## src/verilog/adc_ctrl_pkg.sv

```systemverilog
// Purpose: shared constants for the converter control and readout block
// Assumes: core_clk at 100 MHz
// Notes: bit-cycle length stands in for the internal conversion clock
package adc_ctrl_pkg;
    localparam int CLK_PERIOD_NS = 10;
    localparam int RES_BITS = 12;
    localparam int SHORT_BITS = 8;
    // internal conversion clock period, in ns
    localparam int BIT_PERIOD_NS = 100;
    localparam int BIT_CYCLES = (BIT_PERIOD_NS + CLK_PERIOD_NS - 1)
        / CLK_PERIOD_NS;
    localparam logic [3:0] BIT_CNT_LAST = 4'(BIT_CYCLES - 1);
    // input acquisition, in internal clock periods
    localparam logic [3:0] ACQ_PERIODS = 4'h2;
    // lowest three bits and bit 3 after a short conversion
    localparam logic [3:0] SHORT_TAIL = 4'h8;
    localparam logic [11:0] SAR_RESET = 12'h000;
    localparam logic [11:0] MSB_TRIAL = 12'h800;
    // the last bit index decided in each length
    localparam logic [3:0] LAST_BIT_LONG = 4'h0;
    localparam logic [3:0] LAST_BIT_SHORT = 4'h4;
    localparam logic [3:0] FIRST_BIT = 4'hb;

    typedef enum logic [1:0] {
        ST_IDLE,
        ST_ACQ,
        ST_CONV,
        ST_DONE
    } conv_state_t;
endpackage

```

## src/verilog/in_sync.sv

```systemverilog
// Purpose: two-stage synchroniser for pin inputs
// Assumes: inputs are asynchronous to core_clk
// Notes: reset value is given per instance
`timescale 1ns/1ps
`default_nettype none
module in_sync #(
    parameter int W = 1,
    parameter logic [W-1:0] RST_VAL = '0
)
(
    // clock and reset
    input wire logic core_clk,
    input wire logic sys_rst,
    // data
    input wire logic [W-1:0] d,
    output logic [W-1:0] q
);
    logic [W-1:0] meta_reg;
    logic [W-1:0] sync_reg;

    always_ff @(posedge core_clk or posedge sys_rst)
    begin
        if (sys_rst)
        begin
            meta_reg <= RST_VAL;
            sync_reg <= RST_VAL;
        end
        else
        begin
            meta_reg <= d;
            sync_reg <= meta_reg;
        end
    end

    assign q = sync_reg;
endmodule
`default_nettype wire

```

## src/verilog/bit_timer.sv

```systemverilog
// Purpose: internal conversion clock as a tick every bit period
// Assumes: run is held high for the whole conversion
// Notes: stopping run clears the count, so each start is aligned
`timescale 1ns/1ps
`default_nettype none
module bit_timer
    import adc_ctrl_pkg::*;
(
    // clock and reset
    input wire logic core_clk,
    input wire logic sys_rst,
    // control
    input wire logic run,
    output logic tick
);
    logic [3:0] cnt_reg;
    logic [3:0] cnt_next;

    always_comb
    begin
        cnt_next = 4'h0;
        if (run && cnt_reg != BIT_CNT_LAST)
        begin
            cnt_next = cnt_reg + 4'h1;
        end
    end

    always_ff @(posedge core_clk or posedge sys_rst)
    begin
        if (sys_rst)
        begin
            cnt_reg <= 4'h0;
        end
        else
        begin
            cnt_reg <= cnt_next;
        end
    end

    assign tick = run && (cnt_reg == BIT_CNT_LAST);
endmodule
`default_nettype wire

```

## src/verilog/adc_ctrl.sv

```systemverilog
// Purpose: start, length, busy status and three-state readout of a
//          12-bit successive-approximation converter
// Assumes: pins are asynchronous; the comparator result is a live level
// Notes: data pins are split into output value and per-bit enable
`timescale 1ns/1ps
`default_nettype none
module adc_ctrl
    import adc_ctrl_pkg::*;
(
    // clock and reset
    input wire logic core_clk,
    input wire logic sys_rst,
    // control pins
    input wire logic chip_enable,
    input wire logic chip_select_n,
    input wire logic read_convert,
    input wire logic word_width_sel,
    input wire logic byte_select,
    // comparator: high when trial code is not above the input
    input wire logic cmp_keep,
    // analog front end controls
    output logic sample_hold,
    output logic [11:0] capacitive_dac,
    // status and data
    output logic busy_status,
    output logic [11:0] data_out_bus,
    output logic [11:0] data_out_oe
);
    logic [4:0] pins_s;
    logic ce_s;
    logic cs_n_s;
    logic rc_s;
    logic width_s;
    logic bsel_s;
    logic cmp_s;
    logic tick;

    // synchronise all pins together so they see one delay
    in_sync #(
        .W(5),
        .RST_VAL(5'h02)
    ) u_pin_sync (
        .core_clk(core_clk),
        .sys_rst(sys_rst),
        .d({chip_enable, chip_select_n, read_convert, word_width_sel,
            byte_select}),
        .q(pins_s)
    );
    assign ce_s = pins_s[4];
    assign cs_n_s = pins_s[3];
    assign rc_s = pins_s[2];
    assign width_s = pins_s[1];
    assign bsel_s = pins_s[0];

    in_sync #(
        .W(1),
        .RST_VAL(1'b0)
    ) u_cmp_sync (
        .core_clk(core_clk),
        .sys_rst(sys_rst),
        .d(cmp_keep),
        .q(cmp_s)
    );

    conv_state_t state_reg;
    conv_state_t state_next;
    logic start_prev_reg;
    logic start_prev_next;
    logic short_reg;
    logic short_next;
    logic [11:0] sar_reg;
    logic [11:0] sar_next;
    logic [11:0] result_reg;
    logic [11:0] result_next;
    logic [3:0] bit_idx_reg;
    logic [3:0] bit_idx_next;
    logic [3:0] acq_reg;
    logic [3:0] acq_next;
    logic busy_reg;
    logic busy_next;
    logic hold_reg;
    logic hold_next;
    logic [11:0] dout_reg;
    logic [11:0] dout_next;
    logic [11:0] oe_reg;
    logic [11:0] oe_next;
    logic start_cond;
    logic start_edge;
    logic clk_run;
    logic [11:0] bit_mask;

    // one-hot mask of the bit under trial
    function automatic logic [11:0] bit_onehot(input logic [3:0] idx);
        bit_onehot = MSB_TRIAL >> (FIRST_BIT - idx);
    endfunction

    assign start_cond = ce_s && !cs_n_s && !rc_s;
    assign start_edge = start_cond && !start_prev_reg;
    assign clk_run = (state_reg == ST_ACQ) || (state_reg == ST_CONV);
    assign bit_mask = bit_onehot(bit_idx_reg);

    bit_timer u_bit_timer (
        .core_clk(core_clk),
        .sys_rst(sys_rst),
        .run(clk_run),
        .tick(tick)
    );

    // conversion sequencing
    always_comb
    begin
        state_next = state_reg;
        start_prev_next = start_cond;
        short_next = short_reg;
        sar_next = sar_reg;
        result_next = result_reg;
        bit_idx_next = bit_idx_reg;
        acq_next = acq_reg;
        busy_next = busy_reg;
        hold_next = hold_reg;
        if (start_edge)
        begin
            short_next = bsel_s;
        end
        case (state_reg)
            ST_IDLE:
            begin
                if (start_edge)
                begin
                    state_next = ST_ACQ;
                    sar_next = SAR_RESET;
                    acq_next = 4'h0;
                    busy_next = 1'b1;
                    hold_next = 1'b0;
                end
            end
            ST_ACQ:
            begin
                // starts here are ignored apart from the length latch
                if (tick)
                begin
                    acq_next = acq_reg + 4'h1;
                    if (acq_reg + 4'h1 == ACQ_PERIODS)
                    begin
                        state_next = ST_CONV;
                        hold_next = 1'b1;
                        bit_idx_next = FIRST_BIT;
                        sar_next = MSB_TRIAL;
                    end
                end
            end
            ST_CONV:
            begin
                if (tick)
                begin
                    // clear the trial bit if the comparator rejects it
                    sar_next = cmp_s ? sar_reg : (sar_reg & ~bit_mask);
                    if (bit_idx_reg == (short_reg ? LAST_BIT_SHORT
                        : LAST_BIT_LONG))
                    begin
                        state_next = ST_DONE;
                    end
                    else
                    begin
                        bit_idx_next = bit_idx_reg - 4'h1;
                        sar_next = sar_next | bit_onehot(bit_idx_reg - 4'h1);
                    end
                end
            end
            ST_DONE:
            begin
                // clock already stopped; latch result and drop busy on the same edge
                result_next = short_reg ? {sar_reg[11:4], SHORT_TAIL}
                    : sar_reg;
                busy_next = 1'b0;
                hold_next = 1'b0;
                state_next = ST_IDLE;
            end
            default:
            begin
                state_next = ST_IDLE;
                busy_next = 1'b0;
            end
        endcase
    end

    always_ff @(posedge core_clk or posedge sys_rst)
    begin
        if (sys_rst)
        begin
            state_reg <= ST_IDLE;
            start_prev_reg <= 1'b0;
            short_reg <= 1'b0;
            sar_reg <= SAR_RESET;
            result_reg <= SAR_RESET;
            bit_idx_reg <= FIRST_BIT;
            acq_reg <= 4'h0;
            busy_reg <= 1'b0;
            hold_reg <= 1'b0;
        end
        else
        begin
            state_reg <= state_next;
            start_prev_reg <= start_prev_next;
            short_reg <= short_next;
            sar_reg <= sar_next;
            result_reg <= result_next;
            bit_idx_reg <= bit_idx_next;
            acq_reg <= acq_next;
            busy_reg <= busy_next;
            hold_reg <= hold_next;
        end
    end

    // readout enables
    logic read_ok;
    logic [11:0] oe_want;

    always_comb
    begin
        read_ok = rc_s && !busy_reg && !busy_next && ce_s
            && !cs_n_s;
        oe_want = 12'h000;
        dout_next = result_reg;
        if (read_ok)
        begin
            if (width_s)
            begin
                oe_want = 12'hfff;
            end
            else if (!bsel_s)
            begin
                oe_want = 12'hff0;
            end
            else
            begin
                oe_want = 12'h0ff;
                dout_next = {result_reg[11:8], 4'h0, result_reg[3:0]};
            end
        end
        // drop any bit not wanted first; in byte mode add new bits only once
        // no other byte remains driven; a full-word read adds them to a driven byte at once
        if ((oe_reg & ~oe_want) != 12'h000)
        begin
            oe_next = oe_reg & oe_want;
        end
        else
        begin
            oe_next = oe_want;
        end
        if ((oe_next & ~oe_reg) != 12'h000 && !width_s && oe_reg != 12'h000
            && oe_next != oe_want)
        begin
            oe_next = 12'h000;
        end
        if (oe_want == 12'h0ff && oe_reg == 12'hff0)
        begin
            oe_next = 12'h000;
        end
        if (oe_want == 12'hff0 && oe_reg == 12'h0ff)
        begin
            oe_next = 12'h000;
        end
    end

    always_ff @(posedge core_clk or posedge sys_rst)
    begin
        if (sys_rst)
        begin
            dout_reg <= 12'h000;
            oe_reg <= 12'h000;
        end
        else
        begin
            dout_reg <= dout_next;
            oe_reg <= oe_next;
        end
    end

    assign busy_status = busy_reg;
    assign sample_hold = hold_reg;
    assign capacitive_dac = sar_reg;
    assign data_out_bus = dout_reg;
    assign data_out_oe = oe_reg;
endmodule
`default_nettype wire

```

## config.mk

```make
export PLATFORM = sky130hd
export DESIGN_NAME = adc_ctrl
export DESIGN_NICKNAME = d
export VERILOG_FILES = /design/src/verilog/adc_ctrl_pkg.sv /design/src/verilog/in_sync.sv /design/src/verilog/bit_timer.sv /design/src/verilog/adc_ctrl.sv
export SDC_FILE = /design/constraint.sdc
export NUM_CORES = 1
export LEC_CHECK = 0
export ABC_AREA = 0
export BUFFER_PORTS_ARGS = -buffer_cell sky130_fd_sc_hd__buf_2
export CORE_MARGIN = 2
export CORE_UTILIZATION = 38
export CTS_BUF_LIST = sky130_fd_sc_hd__clkbuf_2 sky130_fd_sc_hd__clkbuf_4 sky130_fd_sc_hd__clkbuf_8
export CTS_CLUSTER_SIZE = 28
export DETAILED_ROUTE_END_ITERATION = 10
export PLACE_DENSITY = 0.56
export SYNTH_ARGS = -nofsm -noshare
export SYNTH_HDL_FRONTEND = slang
export SYNTH_HIERARCHICAL = 1
export SYNTH_SLANG_ARGS = --single-unit
```

## constraint.sdc

```tcl
create_clock -name core_clk -period 3.05 [get_ports core_clk]
set_input_delay 0.305 -clock core_clk [delete_from_list [all_inputs] [get_ports core_clk]]
set_output_delay 0.305 -clock core_clk [all_outputs]
set_load 0.1 [all_outputs]
```

# After elaboration in Yosys (flattened, before gate mapping)
# Cells that the tools add are included.
[word_totals]
ff_bits = 78
out_inout_bits = 38
elab_cells = 123
[op_classes]
shifts = 2
eq_ne = 18
n_addsub = 5
n_reduce_logical = 34
bitwise_logic = 8
muxes = 40
[op_table]
columns = ["cell", "count"]
rows = [
  ["$mux 12", 13],
  ["$and 12x12->12", 4],
  ["$not 12->12", 3],
  ["$pmux 12 s3", 1],
  ["$reduce_bool 12->1", 3],
  ["$mux 4", 8],
  ["$eq 12x12->1 const B", 2],
  ["$eq 12x8->1 const B", 2],
  ["$mux 8", 3],
  ["$shr 12x4->12 const A", 2],
  ["$pmux 4 s2", 2],
  ["$reduce_and 5->1", 3],
  ["$logic_and 1x1->1", 14],
  ["$ne 12x12->1", 1],
  ["$or 12x12->12", 1],
  ["$mux 2", 5],
  ["$add 4x1->4 const B", 2],
  ["$ne 2x2->1 const B", 4],
  ["$pmux 2 s4", 1],
  ["$sub 4x4->4 const A", 2],
  ["$logic_not 1->1", 6],
  ["$reduce_bool 3->1", 2],
  ["$eq 2x2->1 const B", 2],
  ["$eq 4x2->1 const B", 1],
  ["other kinds (15)", 20],
]

# Depth between registers and ports, before layout
# Gate-level depths: netlist (run 1).
[logic_depth]
ltp_word = 23
ltp_mapped = 10
ltp_nobuf = 9

# By module
# Netlist (run 1), hierarchy kept.
[modules_own_cells]
columns = ["module", "instances", "area_per_inst_um2", "cells_each"]
rows = [
  ["adc_ctrl", 1, 3094.2, 288],
  ["in_sync at u_pin_sync", 1, 256.5, 11],
  ["bit_timer", 1, 216.5, 21],
  ["in_sync at u_cmp_sync", 1, 53.8, 3],
]

# Worst setup path before layout (run 1)
# OpenSTA, ideal clock, no wires.
[synth_timing]
path_kind = "register to register"
start = "register state_reg[0]"
end = "register sar_reg[4] (netlist: capacitive_dac[4])"
stages_incl_launch_ff = 8
path_slack_ns = 0.629
synth_period_minus_slack_ns = 2.421
t_required_ns = 2.973
setup_ns = 0.077
n_path_buf = 1
arrival_time_ns = 2.345
cell_sequence = "dfrtp_1 -> inv_1 -> ha_1 -> nor3b_1 -> clkbuf_1 -> a311oi_2 -> or4b_4 -> o21ai_1"
[synth_between]
elab_chain_len = 5
[synth_rtl]
columns = ["item", "line", "rtl"]
rows = [
  ["start: declaration", "adc_ctrl.sv:65", "conv_state_t state_reg;"],
  ["start signal: assignment", "adc_ctrl.sv:203", "state_reg <= state_next;"],
  ["$eq 2x1->1 / $eq 2x2->1 (equally long branches)", "adc_ctrl.sv:99", "assign clk_run = (state_reg == ST_ACQ) || (state_reg == ST_CONV);"],
  ["$logic_or 1x1->1 (*)", "adc_ctrl.sv:99", ""],
  ["named net clk_run", "adc_ctrl.sv:89", "logic clk_run;"],
  ["$logic_and 1x1->1 (*)", "bit_timer.sv:40", "assign tick = run && (cnt_reg == BIT_CNT_LAST);"],
  ["named net tick", "adc_ctrl.sv:36", "logic tick;"],
  ["$ne 2x2->1 (no line)", "n/a", ""],
  ["$reduce_and 5->1 (no line) (*)", "n/a", ""],
  ["end signal: assignment", "adc_ctrl.sv:206", "sar_reg <= sar_next;"],
  ["end: declaration", "adc_ctrl.sv:71", "logic [11:0] sar_reg;"],
]
# Mark *: on every way through the listed nets, which the timed path passes. The rest lies on a longest branch.
# A chain may end at the register's enable or synchronous reset.

# Worst setup path in the final report (run 1)
[layout_timing]
start = "register state_reg[0]"
end = "register sar_reg[8] (netlist: capacitive_dac[8])"
# The elaborated chain is that of the path after synthesis.

==> results.tsv, run 1 <==
stage	metric	value	unit
setup_path	slowest_stage	dfrtp_1	
cts	cts_resized	0	
final_layout	drive_gt1_share	25.33	%
power_and_ir_drop	power.internal	1.839	mW
global_route	grt_max_degree	34	
placed_design	placed_area	3998	sq um
run_status	status	completed	
cts	max-clock-path-buffers	2	
synth	syn_area_per_cell	11.21	sq um
setup_path	criticalPathCategory	flip-flop to flip-flop	
sta	finalMaxSlewViolations	0	
placed_design	dp.cells	491	
cts	postCtsSetupBuffers	0	
placed_design	dpl.hpwl	5.294	mm
worst_hold_path	hold_class	primary input to flip-flop	
global_route	grt_pass1_wl	12.57	mm
job	maxCapViolCount	0	
sta	rsz0062_at_grt	false	
cts	root_buffer	clkbuf_8	
placed_design	port_buffers	45	
floorplanning	num_rows	35	
cts	cts_hold_buf	1	
sta	relSlewSlack	53.84	%
setup_path	slowest_delay	420	ps
global_route	gr-total-overflow	0	
sta	skew	7.989	ps
sta	setup_viol	0	
cts	cts_made_buffers	9	
final_layout	design_area	4195	sq um
cts	cts_tree	done	
final_layout	area_growth	15.86	%
global_route	first_global_vias	2565	
detailed_routing	drtAntennaViolNets	0	
floorplanning	fp.dieW	101.6	um
setup_path	reg2reg_depth	10	
power_and_ir_drop	power	3.164	mW
sta	worstMarginPinSlew	692.4	ps
sta	fin_hold_ws	49.06	ps
floorplanning	coreArea	9240	sq um
synth	synthMuxAreaShare	3.974	%
synth	synth_top_family_by_area	compound AO/OA/AOI/OAI gates	
power_and_ir_drop	max-vdd-ir-drop	437.4	uV
synth	synth_edf_count	0	
synth	synth-seq-cells	78	
synth	yosys-top-cells-area	dfrtp_1 (50%), ha_1 (5.5%), dfstp_2 (3.6%)	
floorplanning	die_h	101.6	um
synth	syn_area	3621	sq um
worst_hold_path	worstHoldStart	word_width_sel	
setup_path	crit_start	state_reg[0]	
cts	htree_levels	3	
synth	synth_xor_xnor_area_share	0.4838	%
setup_path	crit_arrival	2670	ps
detailed_routing	wl	7.254	mm
global_route	antenna_found_initial	0	
power_and_ir_drop	power_density	754.1	nW/um^2
synth	syn_inst	323	
floorplanning	pin_count	46	
placed_design	dp_slack	607.3	ps
power_and_ir_drop	combPwrFrac	38.2	%
global_route	grt_usage	15.58	%
final_layout	finalNonFillerCells	508	
setup_path	critPathMaxFanout	13	
setup_path	path_cells	inv_1 -> ha_1 -> nor3b_1 -> buf_4 -> nand4_1 -> nor2_1 -> a311oi_2 -> buf_4 -> o31a_1 -> a41o_1	
synth	ys_seq_area_share	54.08	%
floorplanning	dieArea	10330	sq um
placed_design	globalplace.congestion	0.8204	
cts	clk_latency	350	ps
synth	synth_top_area_share	50.45	%
setup_path	start_kind	flip-flop	
cts	clkTransAtPathRegs	80	ps
detailed_routing	drt_pass1_iterations	5	
final_layout	fin_nets	398	
detailed_routing	drt_iter0_drc	115	
synth	synth-async-reset-ratio	100.0	%
setup_path	reg2reg_slack	630	ps
sta	setup_ws	625.1	ps
power_and_ir_drop	p_sw	1.325	mW
setup_path	reg2reg_to	capacitive_dac[8]	
setup_path	cp.required	3300	ps
sta	tns	0	ps
setup_path	path_common_cell	buf_4	
setup_path	reg2reg_from	state_reg[0]	
detailed_routing	vias_per_cell	5.018	
power_and_ir_drop	swShare	41.88	%
detailed_routing	post-route-drc-count	0	
synth	synthTopCellsByCount	dfrtp_1 (73), inv_1 (22), nand2_1 (19)	
sta	period_share	79.50	%
synth	post_synth_fa_ha_maj_area_fraction	5.529	%
setup_path	cp-end-kind	flip-flop	
final_layout	final_core_util	45.40	%
worst_hold_path	hold_end	u_pin_sync/meta_reg[1]	
power_and_ir_drop	p_leak	2.016	nW
sta	period_needed	2425	ps
synth	syn-num-nets	347	
final_layout	antenna_cells	0	
floorplanning	start_util	39.19	%
synth	synthSimpleGateAreaFrac	15.86	%
synth	synth_most_common_cell	dfrtp_1	
detailed_routing	wl_per_cell	14.28	um
power_and_ir_drop	sequentialPowerShare	38.8	%
cts	clock-sinks	78	
synth	ys.flop_type	dfrtp_1	
synth	yosysUniqueCellTypes	55	
sta	hold_violations	0	
sta	max_clock_freq	412.4	MHz
worst_hold_path	whs_path_depth	1	
detailed_routing	vias	2549	
power_and_ir_drop	power_frac_clock	23.0	%
synth	synth_top_cell_by_area	dfrtp_1	
synth	synth_compound_area_share	16.28	%
synth	synth_warnings	6	
## worst max path at each step
stage                   endpoint  slack (ps)  depth (start not counted)
5_1_grt        capacitive_dac[8]         430                         10
2_1_floorplan  capacitive_dac[4]         630                          7
6_report       capacitive_dac[8]         630                         10
3_5_place_dp   capacitive_dac[8]         610                         10
4_1_cts        capacitive_dac[8]         610                         10
3_3_place_gp   capacitive_dac[8]         690                         10
## worst max-delay path: cells and delay by family, from the launching register on
kind                       cells  cell delay (ps)
buffers and inverters          3              530
DFF                            1              420
and+or+nand+nor                3              470
AOI/OAI and AO/OA              3              610
adders and majority gates      1              300
## layout by cell type (no fill, tap or decap), types with 9 or more instances in the layout
cell type	instances
nand3_1	9
inv_1	21
nand2_1	19
nor2_1	17
dfrtp_1	73
a21oi_1	15
ha_1	16
buf_2	45
o21a_1	13
clkbuf_8	11
o31ai_1	9
mux2_2	11
## area by class of cell
| class | instances | area (sq um) |
|---|---|---|
| Clock inverter | 4 | 28.78 |
| Inverter | 22 | 82.58 |
| Clock buffer | 12 | 158.9 |
| Multi-Input combinational cell | 211 | 1525 |
| Timing Repair Buffer | 52 | 280.3 |
| Fill cell | 900 | 5045 |
| Sequential cell | 78 | 1958 |
| Tap cell | 129 | 161.4 |
## metal layers
| metal | up-vias | wire length, um | GRT usage (%) |
|---|---|---|---|
| li1 | 1260 | - | - |
| met1 | 1228 | 3595 | 21.74 |
| met2 | 51 | 3280 | 23.63 |
| met3 | 10 | 259 | 3.727 |
| met4 | 0 | 119 | 5.717 |
| met5 | - | 0 | 0 |
## power groups by stage
stage / combinational [mW] / sequential (mW) / clock, mW
global placement: 1.20 / 1.25 / 0
detailed placement: 1.21 / 1.25 / 0
CTS: 1.22 / 1.23 / 0.763
global route: 1.33 / 1.25 / 0.810
finish: 1.21 / 1.23 / 0.727
floorplan: 0.687 / 1.50 / 0
## cell families (layout without fill, tap and decap cells)
group,after synthesis,count (layout)
xor+xnor,2,2
flops,78,78
compound gates,83,83
simple gates,97,97
mux,13,13
buf+inv,34,90
fa+ha+maj,16,16
Power figures use the tool's default switching activity.
==> run 2, diff against run 1 <==
ABC_AREA = 1   (was 0)
PLACE_DENSITY = 0.58   (was 0.56)
clock period = 2.2 ns   (was 3.05 ns; I/O delays follow)
==> results.tsv, run 2 <==
stage	metric	value	unit	change
sta	finalMaxSlewViolations	0		unchanged
detailed_routing	wl	7.205	mm	was 7.254 mm
cts	clkTransAtPathRegs	80	ps	about the same
synth	synth_top_cell_by_area	dfrtp_1		unchanged
cts	clk_latency	350	ps	about the same
cts	max-clock-path-buffers	2		unchanged
setup_path	path_common_cell	inv_1		was buf_4
final_layout	fin_nets	481		was 398
job	maxCapViolCount	0		unchanged
power_and_ir_drop	power	4.467	mW	was 3.164 mW
power_and_ir_drop	power_density	1055	nW/um^2	was 754.1 nW/um^2
power_and_ir_drop	p_leak	2.250	nW	was 2.016 nW
synth	yosys-top-cells-area	dfrtp_1 (51%), nand2_1 (10%), inv_1 (6.1%)		was dfrtp_1 (50%), ha_1 (5.5%), dfstp_2 (3.6%)
synth	synth_edf_count	0		unchanged
detailed_routing	vias	2678		was 2549
detailed_routing	wl_per_cell	12.57	um	was 14.28 um
final_layout	final_common_cell	nand2_1		was dfrtp_1
cts	postCtsSetupBuffers	0		unchanged
cts	cts_tree	done		unchanged
final_layout	design_area	4235	sq um	was 4195 sq um
setup_path	start_kind	flip-flop		unchanged
synth	synth-async-reset-ratio	100.0	%	unchanged
floorplanning	fp.dieW	100.9	um	was 101.6 um
synth	syn_inst	396		was 323
synth	synth_top_area_share	51.25	%	was 50.45%
global_route	antenna_found_initial	0		unchanged
placed_design	dpl.hpwl	5.278	mm	was 5.294 mm
final_layout	final_core_util	46.27	%	was 45.40%
run_status	status	completed		unchanged
cts	cts_made_buffers	9		unchanged
synth	syn-num-nets	420		was 347
synth	synth-seq-cells	78		unchanged
setup_path	cp-end-kind	flip-flop		unchanged
sta	hold_violations	0		unchanged
cts	htree_levels	3		unchanged
final_layout	antenna_cells	0		unchanged
setup_path	slowest_stage	dfrtp_1		unchanged
synth	synth_most_common_cell	nand2_1		was dfrtp_1
setup_path	cp.required	2490	ps	was 3300 ps
sta	period_needed	1968	ps	was 2425 ps
setup_path	criticalPathCategory	flip-flop to flip-flop		unchanged
sta	period_share	89.44	%	was 79.50%
global_route	grt_usage	15.50	%	was 15.58%
placed_design	dp.cells	550		was 491
cts	cts_resized	0		unchanged
power_and_ir_drop	max-vdd-ir-drop	437.4	uV	about the same
sta	setup_viol	0		unchanged
worst_hold_path	hold_class	primary input to async pin		was primary input to flip-flop
final_layout	drive_gt1_share	20.35	%	was 25.33%
sta	worstMarginPinSlew	572.8	ps	was 692.4 ps
synth	syn_area	3565	sq um	was 3621 sq um
setup_path	slowest_delay	420	ps	about the same
synth	synth_warnings	6		unchanged
floorplanning	start_util	38.95	%	was 39.19%
global_route	grt_pass1_wl	12.50	mm	was 12.57 mm
detailed_routing	drt_iter0_drc	107		was 115
setup_path	path_cells	inv_1 -> ha_1 -> inv_1 -> nor2_1 -> inv_1 -> o21ai_2 -> nand3_2 -> nor2_2 -> nand4_1 -> nand2_1		was inv_1 -> ha_1 -> nor3b_1 -> buf_4 -> nand4_1 -> nor2_1 -> a311oi_2 -> buf_4 -> o31a_1 -> a41o_1
cts	clock-sinks	78		unchanged
cts	root_buffer	clkbuf_8		unchanged
cts	cts_hold_buf	7		was 1
setup_path	crit_arrival	2260	ps	was 2670 ps
global_route	gr-total-overflow	0		unchanged
placed_design	port_buffers	45		unchanged
setup_path	critPathMaxFanout	11		was 13
floorplanning	num_rows	35		unchanged
sta	max_clock_freq	508.2	MHz	was 412.4 MHz
floorplanning	dieArea	10170	sq um	was 10330 sq um
detailed_routing	drtAntennaViolNets	0		unchanged
synth	ys_seq_area_share	54.93	%	was 54.08%
sta	tns	0	ps	unchanged
floorplanning	coreArea	9153	sq um	was 9240 sq um
sta	skew	8.958	ps	was 7.989 ps
sta	relSlewSlack	61.81	%	was 53.84%
placed_design	globalplace.congestion	0.8230		was 0.8204
final_layout	layout_common_cells	nand2_1 (95), dfrtp_1 (73), inv_1 (57)		was dfrtp_1 (73), buf_2 (45), inv_1 (21)
detailed_routing	vias_per_cell	4.674		was 5.018
synth	yosysUniqueCellTypes	31		was 55
detailed_routing	post-route-drc-count	0		unchanged
global_route	first_global_vias	2656		was 2565
setup_path	cp.buffers_inverters	3		unchanged
sta	rsz0062_at_grt	false		unchanged
synth	synthTopCellsByCount	nand2_1 (95), dfrtp_1 (73), inv_1 (58)		was dfrtp_1 (73), inv_1 (22), nand2_1 (19)
detailed_routing	drt_pass1_iterations	4		was 5
placed_design	placed_area	3940	sq um	was 3998 sq um
global_route	grt_max_degree	41		was 34
floorplanning	pin_count	46		unchanged
floorplanning	die_h	100.9	um	was 101.6 um
final_layout	finalNonFillerCells	573		was 508
final_layout	area_growth	18.81	%	was 15.86%
setup_path	critPathTopFamily	simple AND/OR/NAND/NOR gates		was compound AO/OA/AOI/OAI gates
synth	syn_area_per_cell	9.002	sq um	was 11.21 sq um
synth	ys.flop_type	dfrtp_1		unchanged
[run 2: cell types whose count changed in the layout (fill, tap and decap cells not counted), moves of 13 or more]
cell / previous run / this run
nand2_1: 19 / 95
inv_1: 21 / 57
o21ai_0: 7 / 33
nand4_1: 2 / 17
o21a_1: 13 / 0
[run 2: worst paths after layout]
kind / start / end / slack (ps) / cells after the start
min: sys_rst / u_cmp_sync/meta_reg / 300 / 3
min reg2reg: u_pin_sync/meta_reg[3] / u_pin_sync/q[3] / 350 / 0
min in group core_clk: u_pin_sync/meta_reg[3] / u_pin_sync/q[3] / 350 / 0
max: state_reg[0] / capacitive_dac[0] / 230 / 10
max reg2reg: state_reg[0] / capacitive_dac[0] / 230 / 10
max in group asynchronous: sys_rst / capacitive_dac[7] / 1130 / 4
[run 2: logic make-up after synthesis]
family	count (synthesis)	synth area share, %
buf+inv	68	7.511
xor+xnor	1	0.2457
fa+ha+maj	16	5.616
compound gates	54	8.284
simple gates	175	22.18
mux	4	1.228
flops	78	54.93
[run 2: cell type report]
| class | instances | area [sq um] |
|---|---|---|
| multi-input combinational | 250 | 1339 |
| clock inverter | 6 | 93.84 |
| inverter | 61 | 229.0 |
| timing repair buffer | 57 | 345.3 |
| sequential | 78 | 1958 |
| tap | 111 | 138.9 |
| clock buffer | 10 | 131.4 |
| fill | 912 | 4917 |
[run 2: stage by stage]
step,setup WS (ps),hold slack (ps)
2_1_floorplan,364.8,-38.82
3_3_place_gp,314.2,115.7
3_5_place_dp,247.6,124.8
4_1_cts,230.1,289.1
5_1_grt,12.72,298.5
6_report,232.4,302.8
[run 2: per-layer routing]
layer | wire [um] | part of all wire (%) | global-route usage [%]
met4 | 115 | 1.6 | 5.479
met5 | 0 | 0 | 0
met3 | 253 | 3.5 | 3.675
met2 | 3340 | 46 | 25.18
met1 | 3496 | 49 | 20.29
[run 2: worst min-delay path: stages]
cell and delay (ps):
dlygate4sd3_1 530, buf_2 150, inv_1 90
[run 2: report_power, final]
part           internal (mW)  switching, mW
combinational          0.373           1.23
clock                  0.659          0.534
sequential              1.57          0.102
==> run 3, diff against run 2 <==
--- a/config.mk
+++ b/config.mk
@@ -8,5 +8,4 @@
 export ABC_AREA = 1
 export BUFFER_PORTS_ARGS = -buffer_cell sky130_fd_sc_hd__buf_2
-export CORE_MARGIN = 2
 export CORE_UTILIZATION = 38
 export CTS_BUF_LIST = sky130_fd_sc_hd__clkbuf_2 sky130_fd_sc_hd__clkbuf_4 sky130_fd_sc_hd__clkbuf_8
==> constraint.sdc (replaced) <==
create_clock -name core_clk -period 2.2 [get_ports core_clk]
set_input_delay 0 -clock core_clk [delete_from_list [all_inputs] [get_ports core_clk]]
set_output_delay 0 -clock core_clk [all_outputs]
set_load 0.1 [all_outputs]
==> results.tsv, run 3 (synthesized netlist as in run 2, its figures left out) <==
stage	metric	value	unit	change
detailed_routing	post-route-drc-count	0		unchanged
sta	rsz0062_at_grt	false		unchanged
cts	max-clock-path-buffers	2		unchanged
global_route	gr-total-overflow	0		unchanged
sta	period_share	88.41	%	was 89.44%
power_and_ir_drop	max-vdd-ir-drop	459.8	uV	was 437.4 uV
sta	hold_violations	0		unchanged
final_layout	antenna_cells	0		unchanged
final_layout	area_growth	18.22	%	was 18.81%
power_and_ir_drop	combPwrFrac	36.4	%	was 35.8%
setup_path	reg2reg_depth	8		was 10
cts	cts_tree	done		unchanged
setup_path	cp.buffers_inverters	2		was 3
power_and_ir_drop	power_density	1034	nW/um^2	was 1055 nW/um^2
power_and_ir_drop	p_sw	1.851	mW	was 1.862 mW
detailed_routing	drt_iter0_drc	74		was 107
worst_hold_path	hold_class	primary input to async pin		unchanged
sta	finalMaxSlewViolations	0		unchanged
placed_design	dpl.hpwl	5.266	mm	was 5.278 mm
power_and_ir_drop	p_leak	2.235	nW	was 2.250 nW
final_layout	drive_gt1_share	20.35	%	unchanged
detailed_routing	wl	7.115	mm	was 7.205 mm
detailed_routing	drt_pass1_iterations	4		unchanged
final_layout	n_fill_cell	881		was 912
floorplanning	die_h	98.86	um	was 100.9 um
cts	htree_levels	3		unchanged
setup_path	cp.depth	8		was 10
power_and_ir_drop	power	4.357	mW	was 4.467 mW
cts	cts_made_buffers	9		unchanged
floorplanning	pin_count	46		unchanged
placed_design	port_buffers	45		unchanged
floorplanning	start_util	40.09	%	was 38.95%
power_and_ir_drop	swShare	42.48	%	was 41.69%
global_route	grt_pass1_wl	12.23	mm	was 12.50 mm
global_route	grt_max_degree	45		was 41
setup_path	cp.required	2490	ps	about the same
setup_path	cp-end-kind	flip-flop		unchanged
floorplanning	fp.dieW	98.86	um	was 100.9 um
power_and_ir_drop	sequentialPowerShare	38.4	%	was 37.5%
cts	clk_latency	350	ps	about the same
setup_path	critPathMaxFanout	7		was 11
setup_path	slowest_stage	dfstp_2		was dfrtp_1
detailed_routing	vias	2730		was 2678
global_route	first_global_vias	2635		was 2656
cts	root_buffer	clkbuf_8		unchanged
cts	clock-sinks	78		unchanged
job	maxCapViolCount	0		unchanged
detailed_routing	vias_per_cell	4.789		was 4.674
floorplanning	num_rows	34		was 35
setup_path	start_kind	flip-flop		unchanged
detailed_routing	wl_per_cell	12.48	um	was 12.57 um
floorplanning	dieArea	9772	sq um	was 10170 sq um
placed_design	globalplace.congestion	0.8618		was 0.8230
sta	max_clock_freq	514.1	MHz	was 508.2 MHz
cts	clkTransAtPathRegs	80	ps	about the same
sta	period_needed	1945	ps	was 1968 ps
sta	skew	5.908	ps	was 8.958 ps
sta	worstMarginPinSlew	582.3	ps	was 572.8 ps
sta	relSlewSlack	61.18	%	was 61.81%
setup_path	crit_arrival	2230	ps	was 2260 ps
global_route	antenna_found_initial	0		unchanged
detailed_routing	drtAntennaViolNets	0		unchanged
setup_path	path_cells	inv_1 -> ha_1 -> ha_1 -> inv_1 -> nand3_1 -> o21ai_0 -> nand4_1 -> nand2_1		was inv_1 -> ha_1 -> inv_1 -> nor2_1 -> inv_1 -> o21ai_2 -> nand3_2 -> nor2_2 -> nand4_1 -> nand2_1
final_layout	final_common_cell	nand2_1		unchanged
floorplanning	coreArea	8891	sq um	was 9153 sq um
run_status	status	completed		unchanged
power_and_ir_drop	power_frac_clock	25.2	%	was 26.7%
setup_path	critPathTopFamily	adder cells		was simple AND/OR/NAND/NOR gates
sta	setup_viol	0		unchanged
setup_path	criticalPathCategory	flip-flop to flip-flop		unchanged
setup_path	slowest_delay	560	ps	was 420 ps
final_layout	fin_nets	481		unchanged
final_layout	layout_common_cells	nand2_1 (95), dfrtp_1 (73), inv_1 (57)		unchanged
sta	tns	0	ps	unchanged
power_and_ir_drop	power.internal	2.507	mW	was 2.605 mW
global_route	grt_usage	16.07	%	was 15.50%
-- run 3: layout make-up --
cell class              instances  area, sq um  area share, %
inverters                      61        229.0          5.434
flip-flops and latches         78         1958          46.47
clock inverters                 6        70.07          1.663
clock buffers                  10        137.6          3.266
well taps                     108        135.1          3.207
repair buffers                 57        345.3          8.195
multi-input cells             250         1339          31.77
-- run 3: metrics by stage --
step	std cells	utilization (%)	hold WS (ps)	instance area [sq um]	setup WS [ps]
floorplan	396	-	-258.8	3565	364.8
global placement	547	44.27	-101.5	3936	336.7
detailed placement	547	44.27	-96.87	3936	287.6
CTS	570	47.40	54.90	4214	266.8
global route	570	47.40	73.46	4214	21.28
finish	570	47.40	78.61	4214	255.0
-- run 3: power by group through the flow --
stage	Combinational (mW)	Sequential (mW)	Clock [mW]
after floorplan	0.865	2.12	0
after global placement	1.57	1.70	0
after detailed placement	1.57	1.70	0
after CTS	1.59	1.67	1.15
after global routing	1.73	1.69	1.20
final	1.59	1.67	1.10
-- run 3: final timing paths --
path | to | slack (ps) | startpoint
max | capacitive_dac[5] | 260 | bit_idx_reg[0]
min | u_cmp_sync/meta_reg | 80 | sys_rst
max reg2reg | capacitive_dac[5] | 260 | bit_idx_reg[0]
min reg2reg | u_pin_sync/q[3] | 350 | u_pin_sync/meta_reg[3]
max in group asynchronous | capacitive_dac[2] | 1390 | sys_rst
min in group core_clk | u_pin_sync/meta_reg[3] | 290 | chip_select_n
-- run 3: repair_timing --
| action | in CTS | in global routing |
|---|---|---|
| hold buffers | 7 | 0 |
| endpoints found under the hold margin | 37 | 0 |
| setup buffers | 0 | 0 |
| gates resized for setup | 0 | 0 |
-- run 3: worst min-delay path: stages --
cell,delay [ps]
dlygate4sd3_1,520
buf_2,150
inv_1,90
-- run 3: per-layer routing --
layer  track usage (%)  share of wire (%)
met5                 0                  0
met4             6.889                1.4
met3             3.688                3.0
met2             25.17                 46
met1             21.47                 49
